<file path="config.mk">
export PLATFORM = sky130hd
export DESIGN_NAME = scmc_top
export DESIGN_NICKNAME = d
export VERILOG_FILES = /design/src/rtl/scmc_pkg.sv /design/src/rtl/scmc_top.sv
export VERILOG_INCLUDE_DIRS = /design/src /design/src/rtl
export SDC_FILE = /design/constraint.sdc
export NUM_CORES = 1
export LEC_CHECK = 0
export ABC_AREA = 1
export BUFFER_PORTS_ARGS = -buffer_cell sky130_fd_sc_hd__buf_2
export CAP_MARGIN = 10
export CORE_AREA = 4 4 218 156
export CTS_CLUSTER_DIAMETER = 120
export CTS_CLUSTER_SIZE = 8
export DETAILED_ROUTE_END_ITERATION = 10
export DIE_AREA = 0 0 222 160
export PLACE_DENSITY_LB_ADDON = 0.2
export SYNTH_ARGS = -nofsm -noshare
export SYNTH_HDL_FRONTEND = slang
export SYNTH_SLANG_ARGS = --single-unit
</file>
<file path="constraint.sdc">
create_clock -name mclk -period 2.3 [get_ports mclk]
set_input_delay 0.115 -clock mclk [delete_from_list [all_inputs] [get_ports mclk]]
set_output_delay 0.115 -clock mclk [all_outputs]
set_load 0.02 [all_outputs]
</file>
<file path="src/rtl/scmc_regs.svh">
`ifndef SCMC_REGS_SVH
`define SCMC_REGS_SVH

// ----------------------------------------
// Timing
// ----------------------------------------
`define SCMC_CLK_NS 40
`define SCMC_UV_FLT_NS 10000
`define SCMC_OV_FLT_NS 100000
`define SCMC_ENDR_FLT_NS 1000
`define SCMC_UV_FLT_CYC (`SCMC_UV_FLT_NS / `SCMC_CLK_NS)
`define SCMC_OV_FLT_CYC (`SCMC_OV_FLT_NS / `SCMC_CLK_NS)
`define SCMC_ENDR_FLT_CYC (`SCMC_ENDR_FLT_NS / `SCMC_CLK_NS)

// ----------------------------------------
// Register offsets
// ----------------------------------------
`define SCMC_OFS_FAULT 8'h00
`define SCMC_OFS_SVCEN 8'h04
`define SCMC_OFS_DRVEN 8'h08
`define SCMC_OFS_CHCFG 8'h0C
`define SCMC_OFS_OCTH 8'h10
`define SCMC_OFS_STAT 8'h14
`define SCMC_OFS_IRQST 8'h18
`define SCMC_OFS_IRQCLR 8'h1C
`define SCMC_OFS_IRQEN 8'h20
`define SCMC_OFS_TGT0 8'h40

// ----------------------------------------
// Fields and reset values
// ----------------------------------------
`define SCMC_FLT_OV 1
`define SCMC_FLT_UV 2
`define SCMC_SVC_FSPD 6
`define SCMC_SVC_PUMP 7
`define SCMC_CFG_SRC 8
`define SCMC_CFG_RNG 16
`define SCMC_TGT_PER 16
`define SCMC_STAT_UV 8
`define SCMC_STAT_OV 9
`define SCMC_STAT_ENDR 10
`define SCMC_IRQ_UV 0
`define SCMC_IRQ_OV 1
`define SCMC_IRQ_REJ 2
`define SCMC_IRQ_W 3
`define SCMC_RST_PER 11'h00C

`endif

</file>
<file path="src/rtl/scmc_pkg.sv">
package scmc_pkg;
	typedef enum logic [1:0] {
		SCMC_SUP_RUN,
		SCMC_SUP_UV,
		SCMC_SUP_OV
	} scmc_sup_t;
endpackage

</file>
<file path="src/rtl/scmc_top.sv">
`timescale 1ns/10ps
`include "scmc_regs.svh"

// ----------------------------------------
// Persistence filter
// ----------------------------------------
module scmc_filt #(
	parameter int N = 4
) (
	input wire logic mclk,
	input wire logic reset,
	input wire logic din,
	output logic dout
);
	localparam int CW = $clog2(N + 1);
	logic [CW-1:0] cnt_q;
	logic out_q;

	assign dout = out_q;

	always_ff @(posedge mclk) begin
		if (reset) begin
			cnt_q <= '0;
			out_q <= 1'b0;
		end else if (din == out_q) begin
			cnt_q <= '0;
		end else if (cnt_q == CW'(N - 1)) begin
			cnt_q <= '0;
			out_q <= din;
		end else begin
			cnt_q <= cnt_q + 1'b1;
		end
	end
endmodule

// ----------------------------------------
// Channel mode control
// ----------------------------------------
module scmc_top #(
	parameter int NCH = 6,
	parameter int SPW = 11
) (
	input wire logic mclk,
	input wire logic reset,
	input wire logic [7:0] avs_address,
	input wire logic avs_read,
	input wire logic avs_write,
	input wire logic [31:0] avs_writedata,
	output logic [31:0] avs_readdata,
	output logic avs_waitrequest,
	output logic irq,
	input wire logic supply_undervoltage,
	input wire logic supply_overvoltage,
	input wire logic driver_enable_input,
	input wire logic config_pin,
	input wire logic wd_permit,
	input wire logic [NCH-1:0] channel_drive_input,
	input wire logic [NCH-1:0] current_low,
	output logic [NCH-1:0] ch_active,
	output logic [NCH-1:0] hs_gate,
	output logic [NCH-1:0] ls_gate,
	output logic fs_predrv_en,
	output logic pump_predrv_en,
	output logic ls_clamp_en,
	output logic [NCH-1:0] cur_range,
	output logic [2*NCH-1:0] oc_thresh,
	output logic [NCH*SPW-1:0] tgt_current
);
	// ----------------------------------------
	// Declarations
	// ----------------------------------------
	scmc_pkg::scmc_sup_t st_q, st_d;
	logic uv_f, ov_f, endr_f;
	logic wait_q, irq_q;
	logic [31:0] rdata_q, rd_mux;
	logic [2:1] flt_q;
	logic [`SCMC_IRQ_W-1:0] ist_q, ien_q, ist_d;
	logic [NCH-1:0] en_q, drven_q, side_q, src_q, rng_q;
	logic [NCH-1:0] side_d, src_d, rng_d;
	logic [2*NCH-1:0] oc_q, oc_d;
	logic fspd_q, pump_q, clamp_q;
	logic [NCH*SPW-1:0] setpt_q;
	logic [SPW-1:0] per_q [NCH];
	logic [SPW-1:0] pcnt_q [NCH];
	logic [NCH-1:0] pwm_q, act_q, act_d, drv, hs_q, ls_q, hs_out_q, ls_out_q;
	logic rej_side, rej_lock;

	// ----------------------------------------
	// Helpers
	// ----------------------------------------
	function automatic logic tgt_hit(input logic [7:0] a, input int ch);
		return a == 8'(`SCMC_OFS_TGT0 + 4 * ch);
	endfunction

	// ----------------------------------------
	// Filters
	// ----------------------------------------
	scmc_filt #(.N(`SCMC_UV_FLT_CYC)) u_uv_flt (.mclk(mclk), .reset(reset),
		.din(supply_undervoltage), .dout(uv_f));
	scmc_filt #(.N(`SCMC_OV_FLT_CYC)) u_ov_flt (.mclk(mclk), .reset(reset),
		.din(supply_overvoltage), .dout(ov_f));
	// Short deglitch: a spike must not enable drivers
	scmc_filt #(.N(`SCMC_ENDR_FLT_CYC)) u_endr_flt (.mclk(mclk), .reset(reset),
		.din(driver_enable_input), .dout(endr_f));

	// ----------------------------------------
	// Bus decode
	// ----------------------------------------
	wire acc = (avs_read | avs_write) & ~wait_q;
	wire wr = avs_write & acc;
	wire rd = avs_read & acc;
	wire sel_flt = avs_address == `SCMC_OFS_FAULT;
	wire sel_svc = avs_address == `SCMC_OFS_SVCEN;
	wire sel_drv = avs_address == `SCMC_OFS_DRVEN;
	wire sel_cfg = avs_address == `SCMC_OFS_CHCFG;
	wire sel_oc = avs_address == `SCMC_OFS_OCTH;
	wire sel_stat = avs_address == `SCMC_OFS_STAT;
	wire sel_ist = avs_address == `SCMC_OFS_IRQST;
	wire sel_iclr = avs_address == `SCMC_OFS_IRQCLR;
	wire sel_ien = avs_address == `SCMC_OFS_IRQEN;
	wire [31:0] wd = avs_writedata;
	wire [NCH-1:0] wd_side = wd[NCH-1:0];
	wire [NCH-1:0] wd_src = wd[`SCMC_CFG_SRC +: NCH];
	wire [NCH-1:0] wd_rng = wd[`SCMC_CFG_RNG +: NCH];

	// ----------------------------------------
	// Supply state
	// ----------------------------------------
	// Under-voltage outranks over-voltage: it resets all configuration anyway
	always_comb begin
		case (st_q)
			scmc_pkg::SCMC_SUP_UV: st_d = uv_f ? st_q : scmc_pkg::SCMC_SUP_RUN;
			scmc_pkg::SCMC_SUP_RUN, scmc_pkg::SCMC_SUP_OV: st_d = uv_f ? scmc_pkg::SCMC_SUP_UV :
				(ov_f ? scmc_pkg::SCMC_SUP_OV : scmc_pkg::SCMC_SUP_RUN);
			default: st_d = scmc_pkg::SCMC_SUP_RUN;
		endcase
	end

	wire in_uv = st_q == scmc_pkg::SCMC_SUP_UV;
	wire in_ov = st_q == scmc_pkg::SCMC_SUP_OV;
	wire uv_enter = (st_d == scmc_pkg::SCMC_SUP_UV) & ~in_uv;
	wire ov_enter = (st_d == scmc_pkg::SCMC_SUP_OV) & ~in_ov;
	wire uv_exit = in_uv & (st_d != scmc_pkg::SCMC_SUP_UV);
	// Recovery from low supply resets the configuration as at power-up; fault flags and interrupt status are kept
	wire cfg_rst = reset | uv_exit;
	wire sup_ok = st_d == scmc_pkg::SCMC_SUP_RUN;
	always_ff @(posedge mclk) begin
		st_q <= reset ? scmc_pkg::SCMC_SUP_RUN : st_d;
	end

	// ----------------------------------------
	// Locked configuration fields
	// ----------------------------------------
	always_comb begin
		side_d = side_q;
		src_d = src_q;
		rng_d = rng_q;
		oc_d = oc_q;
		rej_side = 1'b0;
		rej_lock = 1'b0;
		if (wr && sel_cfg) begin
			for (int c = 0; c < NCH; c++) begin
				if (act_q[c]) begin
					rej_lock = rej_lock | (wd_side[c] != side_q[c]) |
						(wd_src[c] != src_q[c]) | (wd_rng[c] != rng_q[c]);
				end else begin
					side_d[c] = wd_side[c];
					src_d[c] = wd_src[c];
					rng_d[c] = wd_rng[c];
				end
			end
			for (int p = 0; p < NCH / 2; p++) begin
				// First high-side with second low-side is refused
				if (side_d[2*p] && !side_d[2*p+1]) begin
					side_d[2*p +: 2] = side_q[2*p +: 2];
					rej_side = 1'b1;
				end
			end
		end
		if (wr && sel_oc) begin
			for (int c = 0; c < NCH; c++) begin
				if (act_q[c]) begin
					rej_lock = rej_lock | (wd[2*c +: 2] != oc_q[2*c +: 2]);
				end else begin
					oc_d[2*c +: 2] = wd[2*c +: 2];
				end
			end
		end
	end

	// ----------------------------------------
	// Configuration registers
	// ----------------------------------------
	always_ff @(posedge mclk) begin
		if (cfg_rst) begin
			side_q <= '0;
			src_q <= '0;
			rng_q <= '0;
			oc_q <= '0;
			ien_q <= '0;
		end else begin
			side_q <= side_d;
			src_q <= src_d;
			rng_q <= rng_d;
			oc_q <= oc_d;
			ien_q <= (wr && sel_ien) ? wd[`SCMC_IRQ_W-1:0] : ien_q;
		end
	end

	// Enables are dropped on over-voltage and must be written again
	always_ff @(posedge mclk) begin
		if (cfg_rst || ov_enter) begin
			en_q <= '0;
			drven_q <= '0;
			fspd_q <= 1'b0;
			pump_q <= 1'b0;
		end else begin
			if (wr && sel_svc) begin
				en_q <= wd[NCH-1:0];
				fspd_q <= wd[`SCMC_SVC_FSPD];
				pump_q <= wd[`SCMC_SVC_PUMP];
			end
			drven_q <= (wr && sel_drv) ? wd[NCH-1:0] : drven_q;
		end
	end

	// Targets stay writable while running
	always_ff @(posedge mclk) begin
		for (int c = 0; c < NCH; c++) begin
			if (cfg_rst) begin
				setpt_q[c*SPW +: SPW] <= '0;
				per_q[c] <= `SCMC_RST_PER;
			end else if (wr && tgt_hit(avs_address, c)) begin
				setpt_q[c*SPW +: SPW] <= wd[SPW-1:0];
				per_q[c] <= wd[`SCMC_TGT_PER +: SPW];
			end
		end
	end

	// ----------------------------------------
	// Fault flags and interrupts
	// ----------------------------------------
	always_comb begin
		ist_d = (wr && sel_iclr) ? ist_q & ~wd[`SCMC_IRQ_W-1:0] : ist_q;
		ist_d[`SCMC_IRQ_UV] = ist_d[`SCMC_IRQ_UV] | uv_enter;
		ist_d[`SCMC_IRQ_OV] = ist_d[`SCMC_IRQ_OV] | ov_enter;
		ist_d[`SCMC_IRQ_REJ] = ist_d[`SCMC_IRQ_REJ] | rej_side | rej_lock;
	end

	// Set beats clear-on-read so no fault is lost
	always_ff @(posedge mclk) begin
		if (reset) begin
			flt_q <= '0;
			ist_q <= '0;
			irq_q <= 1'b0;
		end else begin
			flt_q[`SCMC_FLT_OV] <= (flt_q[`SCMC_FLT_OV] & ~(rd & sel_flt)) | ov_enter;
			flt_q[`SCMC_FLT_UV] <= (flt_q[`SCMC_FLT_UV] & ~(rd & sel_flt)) | uv_enter;
			ist_q <= ist_d;
			irq_q <= |(ist_d & ien_q);
		end
	end

	// ----------------------------------------
	// Channel activation and drive
	// ----------------------------------------
	wire wd_ok = ~config_pin | wd_permit;
	wire gate_ok = endr_f & wd_ok & sup_ok;

	always_comb begin
		for (int c = 0; c < NCH; c++) begin
			act_d[c] = en_q[c] & drven_q[c] & gate_ok;
			drv[c] = src_q[c] ? channel_drive_input[c] : pwm_q[c];
			// Opposite transistor recirculates while active
			hs_q[c] = act_d[c] & (side_q[c] ? drv[c] : ~drv[c]);
			ls_q[c] = act_d[c] & (side_q[c] ? ~drv[c] : drv[c]);
		end
	end

	// Period restarts together for channels enabled in the same write
	always_ff @(posedge mclk) begin
		for (int c = 0; c < NCH; c++) begin
			if (reset || !act_d[c]) begin
				pcnt_q[c] <= '0;
				pwm_q[c] <= 1'b0;
			end else if (!act_q[c] || pcnt_q[c] == '0) begin
				pcnt_q[c] <= per_q[c] - 1'b1;
				pwm_q[c] <= current_low[c];
			end else begin
				pcnt_q[c] <= pcnt_q[c] - 1'b1;
				if (!current_low[c]) begin
					pwm_q[c] <= 1'b0;
				end
			end
		end
	end

	always_ff @(posedge mclk) begin
		if (reset) begin
			act_q <= '0;
			hs_out_q <= '0;
			ls_out_q <= '0;
			clamp_q <= 1'b0;
		end else begin
			act_q <= act_d;
			hs_out_q <= hs_q;
			ls_out_q <= ls_q;
			clamp_q <= sup_ok;
		end
	end

	// ----------------------------------------
	// Avalon slave
	// ----------------------------------------
	always_comb begin
		rd_mux = '0;
		if (sel_flt) begin
			rd_mux[`SCMC_FLT_UV:`SCMC_FLT_OV] = flt_q;
		end else if (sel_svc) begin
			rd_mux[NCH-1:0] = en_q;
			rd_mux[`SCMC_SVC_FSPD] = fspd_q;
			rd_mux[`SCMC_SVC_PUMP] = pump_q;
		end else if (sel_drv) begin
			rd_mux[NCH-1:0] = drven_q;
		end else if (sel_cfg) begin
			rd_mux[NCH-1:0] = side_q;
			rd_mux[`SCMC_CFG_SRC +: NCH] = src_q;
			rd_mux[`SCMC_CFG_RNG +: NCH] = rng_q;
		end else if (sel_oc) begin
			rd_mux[2*NCH-1:0] = oc_q;
		end else if (sel_stat) begin
			rd_mux[NCH-1:0] = act_q;
			rd_mux[`SCMC_STAT_UV] = in_uv;
			rd_mux[`SCMC_STAT_OV] = in_ov;
			rd_mux[`SCMC_STAT_ENDR] = endr_f;
		end else if (sel_ist) begin
			rd_mux[`SCMC_IRQ_W-1:0] = ist_q;
		end else if (sel_ien) begin
			rd_mux[`SCMC_IRQ_W-1:0] = ien_q;
		end else begin
			for (int c = 0; c < NCH; c++) begin
				if (tgt_hit(avs_address, c)) begin
					rd_mux[SPW-1:0] = setpt_q[c*SPW +: SPW];
					rd_mux[`SCMC_TGT_PER +: SPW] = per_q[c];
				end
			end
		end
	end

	// One wait cycle keeps every answer registered
	always_ff @(posedge mclk) begin
		if (reset) begin
			wait_q <= 1'b1;
			rdata_q <= '0;
		end else if ((avs_read || avs_write) && wait_q) begin
			wait_q <= 1'b0;
			rdata_q <= avs_read ? rd_mux : 32'h00000000;
		end else begin
			wait_q <= 1'b1;
		end
	end

	// ----------------------------------------
	// Outputs
	// ----------------------------------------
	assign avs_readdata = rdata_q;
	assign avs_waitrequest = wait_q;
	assign irq = irq_q;
	assign ch_active = act_q;
	assign hs_gate = hs_out_q;
	assign ls_gate = ls_out_q;
	assign fs_predrv_en = fspd_q;
	assign pump_predrv_en = pump_q;
	assign ls_clamp_en = clamp_q;
	assign cur_range = rng_q;
	assign oc_thresh = oc_q;
	assign tgt_current = setpt_q;
endmodule

</file>
==> summary.txt, run 1 <==
Final Setup Violations = 0
Reg2Reg Launch Point = u_uv_flt.dout
Synth Flop Type = dfxtp_1
Final-layout fill cell count = 2786
RSZ-0062 raised after global routing = yes
Cells after synthesis = 1987
Yosys cell types = 53
Clock skew = 13.2 ps
HPWL after detailed placement = 41400 um
Post-synthesis compound-gate area fraction = 15.2%
Synth Area in Simple Gates = 20.3%
N_diodes = 0
XOR/XNOR Fraction of Synth Area = 5.80%
Die X-Extent = 222 um
Worst Path Max Fanout = 7
Met3 Use GR = 7.20%
Die Y = 160 um
Pin count of the biggest net entering global routing = 37
CTS Buffer Depth = 3
Worst rel slew slack = 45.4%
Max Transition Viols Final = 0
Synth warnings = 0
Setup slack, reg-to-reg = 40 ps
Top Ports = 200
Overall routing resource usage = 29.7%
Kind of critical path = reg -> reg
Min-delay src = channel_drive_input[1]
Clock period minus worst slack = 2260 ps
Final worst setup slack = 40.7 ps
Seq cells post-synth = 332
Sequential share of the synthesized area = 49.3%
Synthesized area per cell = 8.13 um^2
GRT Max-Usage Layer = met2
Number of DRC violations after detailed-routing iteration 0 = 1609
Die area = 0.0355 mm^2
CP Capture Type = flop
Clock Sinks = 332
Fin crit share = 98.2%
Ys async rst share = 0%
Hold crit path type = in -> reg
Critical R2R Capture = pcnt_q[4][10]
Initial antenna violation count = 0
Worst path arrival time = 2550 ps
Area of the core = 0.0319 mm^2
Setup Slack @ Placement = -62.6 ps
Wire length per cell = 19.7 um
# Max-Cap Violations = 0
PortBufs = 185
WHS Endpoint = hs_gate[1]
Fraction of layout cells with a size suffix above 1 = 17.3%
Met1 Track Usage GR = 41.2%
Starting Density = 50.6%
Mux cell area share after synthesis = 0.0697%
Final instance area = 0.0203 mm^2
GPL Wtd Cong = 0.951
Drt drc = 0
Vias per cell = 5.56
Outcome = complete, no violations
WP data required = 2590 ps
Vias in the first global route = 14678
Static leakage = 8.52 nW
Worst Tran Pin Value = 815 ps
Worst reg2reg path depth = 15
Largest family of logic cells by synthesized area = simple AND/OR/NAND/NOR gates
Number of synthesized flops with an enable pin = 132
Cell Pwr Density = 663 mW/mm^2
Layout area overhead = 25.5%
CTS Buf Count = 47
TNS Setup = 0 ps
Via count = 15597
Clock Latency Late Sink = 560 ps
Reg clk slew, reported paths = 50 ps
Met2 usage = 45.6%
Hold Path Stages = 6
Placed inst area = 0.0183 mm^2
Mapped cell area = 0.0162 mm^2
CTS tree = built
Peak Freq = 443 MHz
Antenna-violating nets left = 0
Routed wire length = 55200 um
Pre-Repair DR Iteration Count = 5
Root buf cell = clkbuf_16
Worst Setup Start Kind = flop
First-pass GRT wire length = 83300 um
Total grt overflow = 0
Final hold viol count = 0
H-Tree Depth = 2
Post-synthesis adder-cell area fraction = 1.24%
Final #Nets = 2434
Num rows = 55
Worst VDD drop = 487 uV
[repair_timing]
item | in CTS | in global routing
endpoints found under the setup margin | 22 | 64
gates cloned | 0 | 1
setup buffers | 0 | 11
pin swaps | 0 | 13
hold buffers | 31 | 0
resized for setup | 3 | 62
hold endpoints to repair | 55 | 0
[per-layer routing]
| layer | wire length [um] | part of all wire [%] | up-vias |
|---|---|---|---|
| li1 | - | - | 7329 |
| met1 | 23600 | 43 | 7363 |
| met2 | 24200 | 44 | 773 |
| met3 | 5340 | 9.7 | 132 |
| met4 | 2060 | 3.7 | 0 |
| met5 | 0 | 0 | - |
[metrics by stage]
step	util [%]	power, W	instances	hold WS, ps
after floorplan	-	0.00679	2058	241
after global placement	57.3	0.00706	2692	344
after detailed placement	57.3	0.00707	2692	345
after CTS	62.5	0.0134	2793	4.33
after global routing	63.5	0.0138	2805	43.8
final	63.5	0.0134	2805	4.49
[layout make-up]
cell class                      count  area, um^2  share of cell area [%]
Clock buffer                       66        1250                    6.15
Clock inverter                      4        82.6                   0.407
Inverter                          274        1040                    5.12
Multi-Input combinational cell   1392        7370                    36.3
Sequential cell                   332        7980                    39.3
Tap cell                          427         534                    2.63
Timing Repair Buffer              310        2030                    10.0
[cell usage in the layout (no fill, tap or decap), types with 7 or more instances in the layout]
cell type,instances
inv_2,12
a211oi_1,7
o22ai_1,81
nor2_1,234
nand4_1,23
nand2_1,300
a32o_1,7
buf_2,185
o21ai_0,144
nor3_1,38
clkbuf_1,19
dlygate4sd3_1,31
conb_1,73
nor2_2,15
nor3b_1,7
inv_1,255
or2_2,7
dfxtp_1,197
o21ai_1,8
buf_4,85
o211ai_1,13
ha_1,15
xnor2_1,44
xor2_1,63
nand2_2,10
clkbuf_16,47
nand3b_1,8
edfxtp_1,132
nand3_1,98
a21oi_1,130
[how the worst max path moves through the flow]
stage                             start  cells after the start             to  slack [ps]
after floorplan           u_uv_flt.dout                     14   pcnt_q[4][4]         200
after global placement    u_uv_flt.dout                     13   pcnt_q[4][4]          50
after detailed placement   pcnt_q[0][0]                     10   pcnt_q[0][4]         -60
after CTS                 u_uv_flt.dout                     13   pcnt_q[4][4]           3
after global routing            st_q[0]                     15   pcnt_q[4][8]         -60
final                     u_uv_flt.dout                     15  pcnt_q[4][10]          40
[cell families after synthesis]
family                   count (synthesis)
multiplexers                             1
buffers and inverters                  335
adder cells (fa/ha/maj)                 16
AND/OR/NAND/NOR                        764
other                                    2
AO/OA/AOI/OAI                          430
flip-flops                             332
XOR/XNOR                               107
[where the power goes]
group | internal (W) | switching (W) | leakage (nW)
registers | 0.00622 | 0.0000924 | 2.88
logic | 0.000247 | 0.000482 | 5.00
clock network | 0.00384 | 0.00255 | 0.639
[registers in the layout (all words and copies together), names as in the netlist, 5 cells and up]
| register | count |
|---|---|
| per_q | 66 |
| u_uv_flt.cnt_q | 8 |
| tgt_current | 66 |
| side_q | 6 |
| oc_thresh | 12 |
| pwm_q | 6 |
| ls_gate | 6 |
| src_q | 6 |
| ch_active | 6 |
| u_ov_flt.cnt_q | 12 |
| pcnt_q | 66 |
| drven_q | 6 |
| avs_readdata | 25 |
| u_endr_flt.cnt_q | 5 |
| hs_gate | 6 |
| cur_range | 6 |
| en_q | 6 |
[Yosys cell counts (all sizes together), types with 8 or more instances]
cell	instances	area [um^2]
o21ai	162	845
inv	270	1010
a21oi	133	681
nand4	23	144
buf	18	108
nand3b	8	60.1
xnor2	44	385
nand2	313	1190
clkbuf	43	161
nand3	99	500
ha	16	200
o22ai	81	507
xor2	63	552
edfxtp	132	3960
nor2	253	996
nor3	44	220
or2	8	50.1
dfxtp	200	4000
o211ai	13	97.6
[worst max-delay path: stages, from the launching register on]
cell and delay (ps):
dfxtp_4 390, inv_4 50, nand3_4 70, nand2_4 60, nor2_4 200, inv_4 70
nor2_8 220, buf_12 140, nand2_8 70, o21ai_4 210, nand2_2 80, nor2_4 140
buf_6 110, nand3_1 60, nand2_1 60, a21oi_1 60
(Power assumes the default switching activity.)
==> run 2, diff against run 1 <==
--- a/config.mk
+++ b/config.mk
@@ -14,7 +14,8 @@
 export CTS_CLUSTER_SIZE = 8
 export DETAILED_ROUTE_END_ITERATION = 10
 export DIE_AREA = 0 0 222 160
-export PLACE_DENSITY_LB_ADDON = 0.2
+export PLACE_DENSITY_LB_ADDON = 0.12
+export SKIP_CTS_REPAIR_TIMING = 1
 export SYNTH_ARGS = -nofsm -noshare
 export SYNTH_HDL_FRONTEND = slang
 export SYNTH_SLANG_ARGS = --single-unit
==> run 2 against run 1 <==
Net effect: the run now ends with negative hold slack left; hold slack got worse by 54 ps; routed wire length decreased by 2.0%; global-route usage down 0.41 points; non-clock buffer count decreased by 13; critical path depth is 1 lower; highest routed layer unchanged; largest power group unchanged; count of clock-buffer cells in the layout is 4 higher; sequential power about the same; maximum frequency increased by 2.1%; first-iteration DRC count down 7.6%; combinational power shrank 3.8%; setup slack improved by 45 ps.
==> summary.txt, run 2 (synthesis results as in run 1) <==
WP data required = 2610 ps (+20 ps)
WHS Endpoint = oc_thresh[2]
First-pass GRT wire length = 81800 um (-1.7%)
Die Y = 160 um (unchanged)
Pre-Repair DR Iteration Count = 6 (+1)
Min-delay src = avs_writedata[2]
Reg2Reg Launch Point = u_uv_flt.dout
Clock skew = 22.8 ps (+9.58 ps)
Clock Latency Late Sink = 570 ps (about the same)
Setup slack, reg-to-reg = 90 ps (+50 ps)
Drt drc = 0 (unchanged)
Antenna-violating nets left = 0 (unchanged)
Final instance area = 0.0200 mm^2 (-1.1%)
CTS Buffer Depth = 3 (unchanged)
Cell Pwr Density = 674 mW/mm^2 (+1.7%)
HPWL after detailed placement = 41300 um (about the same)
Number of DRC violations after detailed-routing iteration 0 = 1486 (-7.6%)
Final hold viol count = 8 (+8)
Min Hold Slack = -49.9 ps (-54.4 ps)
Fraction of layout cells with a size suffix above 1 = 16.8% (-0.52 points)
Most frequent cells in the layout = nand2_1, inv_1, nor2_1, dfxtp_1, buf_2
Root buf cell = clkbuf_16
Static leakage = 8.43 nW (-1.1%)
Clock period minus worst slack = 2210 ps (-45.4 ps)
CP Capture Type = flop
Die X-Extent = 222 um (unchanged)
Outcome = complete, but fails checks
Overall routing resource usage = 29.3% (-0.41 points)
Placed inst area = 0.0183 mm^2 (-0.27%)
Hold crit path type = in -> reg
CTS Buf Count = 47 (unchanged)
Peak Freq = 452 MHz (+2.1%)
Failing checks = negative hold slack
Critical R2R Capture = pcnt_q[4][6]
Final #Nets = 2421 (-0.53%)
Fin crit share = 96.3% (-2.0 points)
Area of the core = 0.0319 mm^2 (unchanged)
Worst rel slew slack = 48.4% (+3.0 points)
# Max-Cap Violations = 0 (unchanged)
Top Ports = 200 (unchanged)
Worst reg2reg path depth = 14 (-1)
CTS tree = built
Max Transition Viols Final = 0 (unchanged)
Reg clk slew, reported paths = 60 ps (about the same)
Vias in the first global route = 14427 (-1.7%)
Num rows = 55 (unchanged)
Worst Path Max Fanout = 7 (unchanged)
Wire length per cell = 19.4 um (-1.6%)
GPL Wtd Cong = 0.949 (-0.30%)
H-Tree Depth = 2 (unchanged)
RSZ-0062 raised after global routing = yes
PortBufs = 185 (unchanged)
Starting Density = 50.6% (unchanged)
Vias per cell = 5.44 (-2.1%)
Worst VDD drop = 563 uV (+16%)
N_diodes = 0 (unchanged)
Total grt overflow = 0 (unchanged)
Die area = 0.0355 mm^2 (unchanged)
Final Setup Violations = 0 (unchanged)
Hold Path Stages = 3 (-3)
Worst Tran Pin Value = 771 ps (-44.9 ps)
Routed wire length = 54100 um (-2.0%)
Worst Setup Start Kind = flop
Via count = 15213 (-2.5%)
Commonest non-fill, non-tap cell in the layout = nand2_1
Pin count of the biggest net entering global routing = 37 (unchanged)
Clock Sinks = 332 (unchanged)
Kind of critical path = reg -> reg
Initial antenna violation count = 0 (unchanged)
Worst path arrival time = 2530 ps (-20 ps)
Layout area overhead = 24.1%
## run 2: cell types whose count changed in the layout (fill, tap and decap cells not counted), moves of 3 or more
cell           before  now
dlygate4sd3_1      31   24
buf_12              6    1
inv_2              12   17
nand2_1           300  304
nand2_2            10    6
clkbuf_1           19   22
nor2_1            234  237
nor2_2             15   12
o21ai_4             6    3
## run 2: metrics by stage
step	setup TNS, ps	setup WS [ps]	std cells	util (%)	total power (W)
global placement	0	43.2	2692	57.2	0.00705
global route	-226	-66.1	2795	62.8	0.0139
detailed placement	-347	-101	2692	57.2	0.00707
floorplan	0	196	2058	-	0.00679
finish	0	86.1	2795	62.8	0.0135
CTS	-763	-133	2765	61.4	0.0135
## run 2: area by class of cell
| class | count | area, um^2 |
|---|---|---|
| Sequential cell | 332 | 7970 |
| Tap cell | 427 | 534 |
| Timing Repair Buffer | 297 | 1840 |
| Inverter | 274 | 1030 |
| Multi-Input combinational cell | 1392 | 7300 |
| Clock inverter | 3 | 80.1 |
| Clock buffer | 70 | 1280 |
| Fill cell | 2780 | 11900 |
## run 2: routing by layer
metal / track usage (%) / part of all wire, %
met1: 41.6 / 43
met2: 44.0 / 43
met3: 7.37 / 10
met4: 9.78 / 3.3
met5: 0 / 0
## run 2: report_power, final
part	switching (W)	internal, W
registers	0.0000904	0.00622
logic	0.000469	0.000232
clock network	0.00258	0.00393
total	0.00314	0.0104
## run 2: worst max path at each step
stage                             start            to  slack (ps)  depth (start not counted)
after CTS                  pcnt_q[0][0]  pcnt_q[0][6]        -130                         10
final                     u_uv_flt.dout  pcnt_q[4][6]          90                         14
after detailed placement   pcnt_q[0][0]  pcnt_q[0][6]        -100                         10
after global routing      u_uv_flt.dout  pcnt_q[4][7]         -70                         14
after global placement     pcnt_q[3][0]  pcnt_q[3][7]          40                          9
after floorplan           u_uv_flt.dout  pcnt_q[4][4]         200                         14
## run 2: worst max-delay path: stages (launching register included)
cell	delay [ps]
dfxtp_4	360
inv_2	40
nand3_2	90
nand2_2	80
nor2_4	150
inv_4	70
nor2_8	200
buf_4	190
nand3b_1	110
nand2_2	110
nand2_1	100
nor2_4	160
nand2_2	90
xnor2_1	140
nor2_1	50
